### config.mk
export PLATFORM = sky130hd
export DESIGN_NAME = power_down_mode_control
export DESIGN_NICKNAME = d
export VERILOG_FILES = /design/src/verilog/power_down_pkg.sv /design/src/verilog/pin_sync.sv /design/src/verilog/power_down_mode_control.sv
export SDC_FILE = /design/constraint.sdc
export NUM_CORES = 1
export LEC_CHECK = 0
export BUFFER_PORTS_ARGS = -buffer_cell sky130_fd_sc_hd__buf_4
export CORE_MARGIN = 4
export CORE_UTILIZATION = 47
export CTS_BUF_LIST = sky130_fd_sc_hd__clkbuf_2 sky130_fd_sc_hd__clkbuf_4 sky130_fd_sc_hd__clkbuf_8
export DETAILED_ROUTE_END_ITERATION = 8
export GPL_ROUTABILITY_DRIVEN = 0
export MAX_ROUTING_LAYER = met4
export PLACE_DENSITY = 0.88
export SYNTH_ARGS = -nofsm -noshare
export SYNTH_HDL_FRONTEND = slang
export SYNTH_SLANG_ARGS = --single-unit
### constraint.sdc
create_clock -name mclk -period 4 [get_ports mclk]
set_input_delay 0.4 -clock mclk [delete_from_list [all_inputs] [get_ports mclk]]
set_output_delay 0.4 -clock mclk [all_outputs]
set_load 0.05 [all_outputs]
### src/verilog/power_down_pkg.sv
// constants, register layout and state encoding for the power-down mode controller
package power_down_pkg;

    // ------------------------------------------------------------------
    // register map
    // ------------------------------------------------------------------
    localparam int unsigned ADDR_W                = 32;
    localparam int unsigned DATA_W                = 32;
    localparam int unsigned BE_W                  = 4;
    localparam int unsigned REG_W                 = 8;
    localparam logic [31:0] STANDBY_CONTROL_INDEX = 32'hFFFFFF82;
    localparam logic [7:0]  STANDBY_CONTROL_RESET = 8'h00;

    // ------------------------------------------------------------------
    // standby_control fields
    // ------------------------------------------------------------------
    localparam int unsigned STANDBY_SELECT_BIT    = 7;
    localparam int unsigned MSTOP_TIMER_BIT       = 2;
    localparam int unsigned MSTOP_CALENDAR_BIT    = 1;
    localparam int unsigned MSTOP_SERIAL_BIT      = 0;
    localparam logic [7:0]  STANDBY_CONTROL_MASK  = 8'h87;

    // ------------------------------------------------------------------
    // settling counter
    // ------------------------------------------------------------------
    localparam int unsigned SETTLE_W              = 16;
    localparam logic [15:0] SETTLE_ONE            = 16'h0001;

    // ------------------------------------------------------------------
    // operating states, gray along run -> sleep -> standby -> settle
    // ------------------------------------------------------------------
    typedef enum logic [2:0] {
        ST_RUN        = 3'h0,
        ST_SLEEP      = 3'h1,
        ST_STANDBY    = 3'h3,
        ST_SETTLE     = 3'h2,
        ST_HW_STANDBY = 3'h6
    } pd_state_e;

endpackage

### src/verilog/pin_sync.sv
// two-flop synchroniser for one asynchronous pin
`timescale 1ns/1ps
module pin_sync #(
    parameter logic RESET_LEVEL = 1'b1
) (
    input  wire logic mclk,
    input  wire logic rst,
    input  wire logic pin_in,
    output logic      pin_sync_out
);

    logic stage1;

    always_ff @(posedge mclk) begin
        if (rst) begin
            stage1       <= RESET_LEVEL;
            pin_sync_out <= RESET_LEVEL;
        end else begin
            stage1       <= pin_in;
            pin_sync_out <= stage1;
        end
    end

endmodule // pin_sync

### src/verilog/power_down_mode_control.sv
// power-down mode controller: sleep, standby, hardware standby, module stop, status pins
//
// Contract
// - sleep instruction with standby_select 0 halts the cpu only, clocks, peripherals and refresh go on.
// - sleep instruction with standby_select 1 halts clock_gen, cpu and peripherals and asks for self-refresh.
// - hw_standby_pin driven low enters hardware standby, halting clock_gen and cpu, and the timer except while manual_reset is held, until power-on reset.
// - a module_stop bit at 1 gates the clock of its peripheral, except the calendar's in either standby; clearing it or any reset restores the clock.
// - while stopped the timer pins keep their state and the serial pins return to their reset state.
// - in standby the calendar keeps running if started, the timer only when fed from the calendar.
// - standby_control clears on power-on reset and keeps its value through a manual reset.
// - standby_control is a byte read/write register at H'FFFFFF82.
// - status pins show hi/hi reset, hi/lo sleep, lo/hi standby, lo/lo normal.
// - during refresh cycles the status pins show normal operation even in sleep.
// - sleep ends on nmi, external-level or peripheral interrupt or any reset; interrupts start exception handling.
// - a standby exit interrupt waits the watchdog settling time before clocks are restored.
`timescale 1ns/1ps
module power_down_mode_control
    import power_down_pkg::*;
(
    input  wire logic                                mclk,
    input  wire logic                                rst,
    input  wire logic                                manual_reset,
    // avalon-mm slave
    input  wire logic [power_down_pkg::ADDR_W-1:0]   avs_address,
    input  wire logic                                avs_read,
    input  wire logic                                avs_write,
    input  wire logic [power_down_pkg::DATA_W-1:0]   avs_writedata,
    input  wire logic [power_down_pkg::BE_W-1:0]     avs_byteenable,
    output logic      [power_down_pkg::DATA_W-1:0]   avs_readdata,
    output logic                                     avs_waitrequest,
    // cpu and interrupt side
    input  wire logic                                sleep_exec,
    input  wire logic                                nmi_req,
    input  wire logic                                irl_req,
    input  wire logic                                periph_irq,
    input  wire logic                                refresh_cycle,
    input  wire logic [power_down_pkg::SETTLE_W-1:0] settle_cycles,
    input  wire logic                                calendar_start,
    input  wire logic                                timer_src_calendar,
    // pin from the outside party, active low
    input  wire logic                                hw_standby_pin_n,
    // controls to the rest of the chip
    output logic                                     cpu_halt,
    output logic                                     clock_gen_stop,
    output logic                                     periph_stop,
    output logic                                     self_refresh_req,
    output logic                                     exception_start,
    output logic                                     timer_clk_en,
    output logic                                     calendar_clk_en,
    output logic                                     serial_clk_en,
    output logic                                     timer_pin_hold,
    output logic                                     serial_pin_reset,
    // processing-status pins
    output logic                                     proc_state_hi,
    output logic                                     proc_state_lo
);

    // ------------------------------------------------------------------
    // declarations
    // ------------------------------------------------------------------
    logic [REG_W-1:0]    standby_control;
    logic                bus_ack;
    logic                reg_hit;
    logic                hw_standby_sync_n;
    pd_state_e           state;
    pd_state_e           next_state;
    logic [SETTLE_W-1:0] settle_count;
    logic                wake_irq;
    logic                state_hi;
    logic                state_lo;
    logic                any_reset;

    // ------------------------------------------------------------------
    // decode helpers
    // ------------------------------------------------------------------
    function automatic logic mstop(input logic [REG_W-1:0] ctrl, input int unsigned bit_pos);
        mstop = ctrl[bit_pos];
    endfunction

    // standby, settle and hardware standby all run with clock_gen halted
    function automatic logic clocks_stopped(input pd_state_e s);
        clocks_stopped = (s == ST_STANDBY) || (s == ST_SETTLE) || (s == ST_HW_STANDBY);
    endfunction

    // a programmed count of 0 or 1 both give a single settle cycle
    function automatic logic settle_done(input logic [SETTLE_W-1:0] count);
        settle_done = (count <= SETTLE_ONE);
    endfunction

    assign any_reset = rst | manual_reset;
    assign wake_irq  = nmi_req | irl_req | periph_irq;

    // ------------------------------------------------------------------
    // hardware standby pin synchroniser
    // ------------------------------------------------------------------
    pin_sync #(
        .RESET_LEVEL (1'b1)
    ) u_hw_standby_sync (
        .mclk         (mclk),
        .rst          (rst),
        .pin_in       (hw_standby_pin_n),
        .pin_sync_out (hw_standby_sync_n)
    );

    // ------------------------------------------------------------------
    // avalon-mm slave: one wait cycle, then answer
    // ------------------------------------------------------------------
    assign reg_hit         = (avs_address == STANDBY_CONTROL_INDEX);
    assign avs_waitrequest = (avs_read | avs_write) & ~bus_ack;

    // ack lasts one cycle, so a request held through its answer is taken only once
    always_ff @(posedge mclk) begin
        if (rst) begin
            bus_ack <= 1'b0;
        end else begin
            bus_ack <= (avs_read | avs_write) & ~bus_ack;
        end
    end

    // read data is loaded at the taking edge and stands until the next read
    always_ff @(posedge mclk) begin
        if (rst) begin
            avs_readdata <= '0;
        end else if (avs_read & ~bus_ack) begin
            avs_readdata <= reg_hit ? {{(DATA_W-REG_W){1'b0}}, standby_control} : '0;
        end
    end

    // ------------------------------------------------------------------
    // standby_control register
    // ------------------------------------------------------------------
    // only the power-on reset clears it; a manual reset keeps mode and module stops
    always_ff @(posedge mclk) begin
        if (rst) begin
            standby_control <= STANDBY_CONTROL_RESET;
        end else if (avs_write & ~bus_ack & reg_hit & avs_byteenable[0]) begin
            standby_control <= avs_writedata[REG_W-1:0] & STANDBY_CONTROL_MASK;
        end
    end

    // ------------------------------------------------------------------
    // mode state machine
    // ------------------------------------------------------------------
    always_comb begin
        next_state = state;
        unique case (state)
            ST_RUN: begin
                if (sleep_exec) begin
                    next_state = standby_control[STANDBY_SELECT_BIT] ? ST_STANDBY : ST_SLEEP;
                end
            end
            ST_SLEEP: begin
                if (wake_irq) begin
                    next_state = ST_RUN;
                end
            end
            ST_STANDBY: begin
                if (wake_irq) begin
                    next_state = ST_SETTLE;
                end
            end
            ST_SETTLE: begin
                if (settle_done(settle_count)) begin
                    next_state = ST_RUN;
                end
            end
            ST_HW_STANDBY: begin
                next_state = ST_HW_STANDBY;
            end
            default: begin
                next_state = ST_RUN;
            end
        endcase
        if (manual_reset && state != ST_HW_STANDBY) begin
            next_state = ST_RUN;
        end
        // hardware standby outranks every other request and only rst leaves it
        if (!hw_standby_sync_n) begin
            next_state = ST_HW_STANDBY;
        end
    end

    always_ff @(posedge mclk) begin
        if (rst) begin
            state <= ST_RUN;
        end else begin
            state <= next_state;
        end
    end

    // ------------------------------------------------------------------
    // settling counter
    // ------------------------------------------------------------------
    always_ff @(posedge mclk) begin
        if (rst) begin
            settle_count <= '0;
        end else if (state == ST_STANDBY && wake_irq) begin
            settle_count <= settle_cycles;
        end else if (state == ST_SETTLE && settle_count != '0) begin
            settle_count <= settle_count - SETTLE_ONE;
        end
    end

    // ------------------------------------------------------------------
    // exception entry
    // ------------------------------------------------------------------
    always_ff @(posedge mclk) begin
        if (rst) begin
            exception_start <= 1'b0;
        end else begin
            exception_start <= ~manual_reset & hw_standby_sync_n &
                               ((state == ST_SLEEP && wake_irq) ||
                                (state == ST_SETTLE && settle_done(settle_count)));
        end
    end

    // ------------------------------------------------------------------
    // cpu and clock halts
    // ------------------------------------------------------------------
    always_ff @(posedge mclk) begin
        if (rst) begin
            cpu_halt <= 1'b0;
        end else begin
            cpu_halt <= (next_state != ST_RUN);
        end
    end

    always_ff @(posedge mclk) begin
        if (rst) begin
            clock_gen_stop <= 1'b0;
        end else begin
            clock_gen_stop <= clocks_stopped(next_state);
        end
    end

    always_ff @(posedge mclk) begin
        if (rst) begin
            periph_stop <= 1'b0;
        end else begin
            periph_stop <= clocks_stopped(next_state);
        end
    end

    always_ff @(posedge mclk) begin
        if (rst) begin
            self_refresh_req <= 1'b0;
        end else begin
            self_refresh_req <= clocks_stopped(next_state);
        end
    end

    // ------------------------------------------------------------------
    // module clock enables
    // ------------------------------------------------------------------
    always_ff @(posedge mclk) begin
        if (rst) begin
            timer_clk_en    <= 1'b1;
            calendar_clk_en <= 1'b1;
            serial_clk_en   <= 1'b1;
        end else if (manual_reset) begin
            timer_clk_en    <= 1'b1;
            calendar_clk_en <= 1'b1;
            serial_clk_en   <= 1'b1;
        end else begin
            unique case (next_state)
                ST_STANDBY, ST_SETTLE: begin
                    calendar_clk_en <= calendar_start;
                    timer_clk_en    <= calendar_start & timer_src_calendar &
                                       ~mstop(standby_control, MSTOP_TIMER_BIT);
                    serial_clk_en   <= 1'b0;
                end
                ST_HW_STANDBY: begin
                    calendar_clk_en <= calendar_start;
                    timer_clk_en    <= 1'b0;
                    serial_clk_en   <= 1'b0;
                end
                default: begin
                    timer_clk_en    <= ~mstop(standby_control, MSTOP_TIMER_BIT);
                    calendar_clk_en <= ~mstop(standby_control, MSTOP_CALENDAR_BIT);
                    serial_clk_en   <= ~mstop(standby_control, MSTOP_SERIAL_BIT);
                end
            endcase
        end
    end

    // ------------------------------------------------------------------
    // module pin controls
    // ------------------------------------------------------------------
    always_ff @(posedge mclk) begin
        if (rst) begin
            timer_pin_hold <= 1'b0;
        end else begin
            timer_pin_hold <= ~manual_reset & mstop(standby_control, MSTOP_TIMER_BIT);
        end
    end

    always_ff @(posedge mclk) begin
        if (rst) begin
            serial_pin_reset <= 1'b0;
        end else begin
            serial_pin_reset <= ~manual_reset & mstop(standby_control, MSTOP_SERIAL_BIT);
        end
    end

    // ------------------------------------------------------------------
    // processing-status pins
    // ------------------------------------------------------------------
    always_ff @(posedge mclk) begin
        if (rst) begin
            state_hi <= 1'b1;
            state_lo <= 1'b1;
        end else if (manual_reset) begin
            state_hi <= 1'b1;
            state_lo <= 1'b1;
        end else if (refresh_cycle) begin
            state_hi <= 1'b0;
            state_lo <= 1'b0;
        end else begin
            unique case (next_state)
                ST_SLEEP: begin
                    state_hi <= 1'b1;
                    state_lo <= 1'b0;
                end
                ST_STANDBY, ST_SETTLE, ST_HW_STANDBY: begin
                    state_hi <= 1'b0;
                    state_lo <= 1'b1;
                end
                default: begin
                    state_hi <= 1'b0;
                    state_lo <= 1'b0;
                end
            endcase
        end
    end

    // reset encoding shows immediately while either reset is held
    assign proc_state_hi = state_hi | any_reset;
    assign proc_state_lo = state_lo | any_reset;

endmodule // power_down_mode_control

# Yosys cells after proc, flatten, opt, wreduce, memory -nomap -nowiden
# Index checks and enable logic that the tools add are counted.
# word_totals
input_bits	97
regBits	68
wordCells	84
out_inout_bits	45
# op_classes
n_reduce_logical	15
add_sub_neg	1
n_bitwise	22
mux	18
n_lt_le_gt_ge	1
n_eq_ne	10
# op_table
operator	count
$eq A32 B32 Y1 const B	1
$mux W16	2
$mux W3	6
$le A16 B1 Y1 const B	1
$reduce_bool A16 Y1	1
$sub A16 B1 Y16 const B	1
$pmux W3 S5	1
$eq A3 B2 Y1 const B	4
$and A1 B1 Y1	11
$mux W8	1
$eq A3 B1 Y1 const B	2
$eq A3 B3 Y1 const B	2
$mux W1	6
$or A1 B1 Y1	6
$logic_and A1 B1 Y1	5
$not A1 Y1	5
$reduce_or A2 Y1	2
$logic_not A3 Y1	1
$logic_or A1 B1 Y1	3
$ne A3 B3 Y1 const B	1
$reduce_bool A3 Y1	1
$reduce_or A3 Y1	1
$mux W2	1
$pmux W1 S2	1
$reduce_bool A2 Y1	1

# Logic depth before layout (Yosys ltp)
# depth
ltp_word	10
depth_mapped	7
mapped_depth_nobuf	7

# By module
# From an unflattened synthesis, not the netlist that was laid out.
# unflattened
hier_cells	275
hier_area_um2	2314.7
# modules_own_cells
mod	cells_each	instances	seq_area_each_um2	area_each_um2
power_down_mode_control	271	1	760.7	2262.2
pin_sync	4	1	40.0	52.6

# Worst setup path after synthesis
# No wires, ideal clock.
# synth_timing
path_kind	flip-flop to flip-flop
start	register settle_count[0]
end	register settle_count[6]
n_path_buf	0
path_slack_ns	1.983
t_required_ns	3.883
setup_ns	0.117
period_less_slack_ns	2.017
arrival_ns	1.900
path_stages_with_launch	8
cell_sequence	dfxtp_1 inv_1 ha_1 or4b_1 nor4_2 nor4_1 xor2_1 a22o_1
# synth_between
elab_chain_len	3
elab_cells_between_ends	6
classes_between	add/sub: 1; mux: 2; reduce/logical: 3
# synth_lines
element	line	text
start: declaration	power_down_mode_control.sv:67	logic [SETTLE_W-1:0] settle_count;
start signal: assignment	power_down_mode_control.sv:198	settle_count <= settle_cycles;
start signal: assignment	power_down_mode_control.sv:200	settle_count <= settle_count - SETTLE_ONE;
$sub A16 B1 Y16 / $reduce_bool A16 Y1 (equally long branches)	power_down_mode_control.sv:200, power_down_mode_control.sv:199	
$mux W16 / $logic_and A1 B1 Y1 (equally long branches)	power_down_mode_control.sv:199	end else if (state == ST_SETTLE && settle_count != '0) begin
$mux W16 / $reduce_bool A2 Y1 (equally long branches)	--	
# Several ways; a longest one is shown, not always the timed one. The select of a mux whose other input is x is not followed.
# A chain may end at the register's enable or synchronous reset.

# Worst setup path in the final report
# layout_timing
start	register settle_count[1]
end	register settle_count[9]
# Same word-level chain as after synthesis.

==> impl_metrics.csv <==
group,metric,value,unit
critical_path,worstPathMaxFanout,7,
placed_design,dp_cells,365,
power_and_ir_drop,ir_drop,0.166,mV
timing,period_needed,2290,ps
timing,hold_viol,0,
finish,fillers,371,
logic_synthesis,synthXorXnorAreaFrac,0.0530,
power_and_ir_drop,power_leakage,1.31,nW
power_and_ir_drop,powerDensity,302,mW/mm^2
timing,max_freq,437,MHz
clock_network,root_buffer,"clkbuf_8",
route,wl_met3,407,um
logic_synthesis,yosysMostFrequentCell,"dfxtp_1",
logic_synthesis,synth-adder-area-share,0.0175,
route,wl_per_cell,14.3,um
global_routing,grt_max_degree,24,
timing,finalClockSkew,3.60,ps
placed_design,place_hpwl,4290,um
floorplanning,start_util,0.490,
floorplanning,ios,142,
finish,synthToLayoutAreaGrowth,30.0,%
finish,diodes,0,
critical_path,r2r_setup_slack,1710,ps
route,wl_met1,2190,um
logic_synthesis,syn-mean-instance-area,8.99,sq um
logic_synthesis,synth_cells,239,
clock_network,post_cts_resized,0,
logic_synthesis,synth_top_area_share,0.373,
critical_path,worst-setup-path-type,"register to register",
finish,final_cells,373,
route,route.vias.total,1949,
finish,ff_latch_area,801,sq um
logic_synthesis,synth_area_leaders,"dfxtp_1, buf_4, a22o_1",
logic_synthesis,synthSimpleGateAreaFrac,0.263,
logic_synthesis,async_reset_ff_frac,0,
logic_synthesis,yosys_register_bits,40,
run,maxCapViolCount,0,
global_routing,grt_pass1_vias,1834,
critical_path,r2r_cells,7,
route,firstDrtPassIters,4,
critical_path,required,4190,ps
clock_network,cts_setup_buffers,0,
logic_synthesis,synth_seq_area_share,0.373,
critical_path,r2r-start,"settle_count[1]$_SDFFE_PP0P_",
floorplanning,die_area,0.00572,sq mm
finish,multi_input_area,0.00119,sq mm
logic_synthesis,synthMuxAreaShare,0.0233,
timing,final_max_slew_viol_count,0,
min_path,holdCritStartpoint,"refresh_cycle",
critical_path,cp_data_arrival_time,2480,ps
critical_path,r2r_end,"settle_count[9]$_SDFFE_PP0P_",
logic_synthesis,yosys_warnings,0,
critical_path,cp_cell_sequence,"inv_1, ha_1, or4b_1, nor4_2, nor4_1, xor2_1, a22o_1",
logic_synthesis,synth_compound_area_frac,0.144,
logic_synthesis,yosys.cell_types.count,49,
finish,nets,420,
floorplanning,core_area,0.00438,sq mm
min_path,worst_hold_path.num_cells,2,
clock_network,cts.clk_slew.worst_paths,80,ps
route,detail-route-antenna-nets,0,
clock_network,htree_levels,2,
placed_design,portBuffers,82,
timing,finalSetupViolations,0,
logic_synthesis,synth_top_family_by_area,"simple AND/OR/NAND/NOR gates",
min_path,worstHoldPathType,"input port to register",
global_routing,grt_pass1_wl,8230,um
route,wirelength,5350,um
logic_synthesis,syn-cell-area,0.00215,sq mm
route,highest_layer,"met4",
clock_network,clk_path_buf_depth,2,
critical_path,cpPeakStageDelay,550,ps
timing,period_share,0.571,
logic_synthesis,synth-edff-count,0,
run_status,status,"finished, final reports clean",
route,wl_met2,2680,um
critical_path,cp_slowest_cell,"or4b_1",
global_routing,antenna_found_initial,0,
clock_network,cts_buffers,5,
logic_synthesis,synth_area_leader_cell,"dfxtp_1",
floorplanning,die-width,75.6,um
min_path,whs_endpoint,"state_hi$_SDFF_PP1_",
floorplanning,fp-row-count,24,
timing,slew_headroom,0.332,
clock_network,cts-hold-fix-buffers,0,
route,drc,0,
timing,worst_pin_slew,999,ps
timing,grt_setup_unrepaired,"false",
floorplanning,fp.dieH,75.6,um
timing,setup_tns,0,ps
route,drtIter0Drc,153,
global_routing,overflow,0,
global_routing,grt_util_all_layers,0.195,
critical_path,worstSetupEndpointType,"register",
logic_synthesis,ys.flop_type,"dfxtp_1",
route,via_per_inst,5.23,
finish,drive_gt1_frac,0.327,
critical_path,startpoint_type,"register",
clock_network,clock_latency,300,ps
logic_synthesis,synth_common_cells,"dfxtp_1, buf_4, nor2_1, a22o_1, xor2_1",
clock_network,cts.sinks,40,
clock_network,tritoncts,"done",
worst max path at each step:
stage,from,to
after floorplan,settle_count[0]$_SDFFE_PP0P_,settle_count[6]$_SDFFE_PP0P_
final,settle_count[1]$_SDFFE_PP0P_,settle_count[9]$_SDFFE_PP0P_
after global routing,settle_count[0]$_SDFFE_PP0P_,settle_count[9]$_SDFFE_PP0P_
after CTS,settle_count[1]$_SDFFE_PP0P_,settle_count[6]$_SDFFE_PP0P_
after global placement,irl_req,settle_count[15]$_SDFFE_PP0P_
after detailed placement,irl_req,settle_count[3]$_SDFFE_PP0P_
report_power, final:
| group | internal, W | switching (W) | total, W | leakage [nW] |
|---|---|---|---|---|
| combinational | 0.0000533 | 0.0000983 | 0.000152 | 0.943 |
| clock | 0.000139 | 0.000143 | 0.000283 | 0.0434 |
| sequential | 0.000403 | 0.00000493 | 0.000408 | 0.324 |
cell usage in the layout (no fill, tap or decap), types with 7 or more instances in the layout:
cell / netlist / final
a21oi_1: 7 / 7
a22o_1: 14 / 14
buf_4: 30 / 83
conb_1: 1 / 28
dfxtp_1: 40 / 40
nand2_1: 10 / 10
nand3_1: 7 / 7
nand4_1: 8 / 8
nor2_1: 25 / 25
xor2_1: 11 / 11
cell families (layout without fill, tap and decap cells):
logic type	after synthesis	count (layout)
DFF	40	40
buffers and inverters	41	96
muxes	5	5
xor gates and xnor gates	13	13
AOI/OAI and AO/OA	41	41
and+or+nand+nor	95	95
other	1	28
adders and majority gates	3	3
metal layers:
| metal | up-vias | track usage |
|---|---|---|
| met1 | 885 | 0.238 |
| met3 | 8 | 0.0369 |
| li1 | 974 | - |
| met4 | 0 | 0.0757 |
| met5 | - | - |
| met2 | 82 | 0.318 |
worst max-delay path: cells and delay by family (launching register included):
family,cells,cell delay (ps)
flops,1,310
xor+xnor,1,180
compound gates,1,220
simple gates,3,1180
fa+ha+maj,1,180
buf+inv,1,110
through the flow:
stage	power, W	hold slack [ps]	utilization	cell area [sq um]	setup slack [ps]
6_report	0.000843	291	0.637	2790	1710
2_1_floorplan	0.000528	389	-	2250	1980
4_1_cts	0.000845	288	0.637	2790	1730
3_5_place_dp	0.000568	417	0.615	2700	1720
3_3_place_gp	0.000565	391	0.615	2700	1770
5_1_grt	0.000871	291	0.637	2790	1520
state kept, by name (all words and copies together) (netlist names):
register,cells
serial_clk_en,1
state,3
u_hw_standby_sync.stage1,1
exception_start,1
cpu_halt,1
u_hw_standby_sync.pin_sync_out,1
bus_ack,1
self_refresh_req,1
timer_clk_en,1
settle_count,16
state_lo,1
timer_pin_hold,1
avs_readdata,4
standby_control,4
state_hi,1
serial_pin_reset,1
calendar_clk_en,1
final cells by class:
| cell class | count | area share |
|---|---|---|
| Multi-Input combinational cell | 185 | 0.425 |
| Clock inverter | 2 | 0.00538 |
| Inverter | 5 | 0.00672 |
| Tap cell | 52 | 0.0233 |
| Clock buffer | 6 | 0.0296 |
| Timing Repair Buffer | 83 | 0.223 |
| Sequential cell | 40 | 0.287 |
Note: power is estimated with default switching activity, not from simulation.
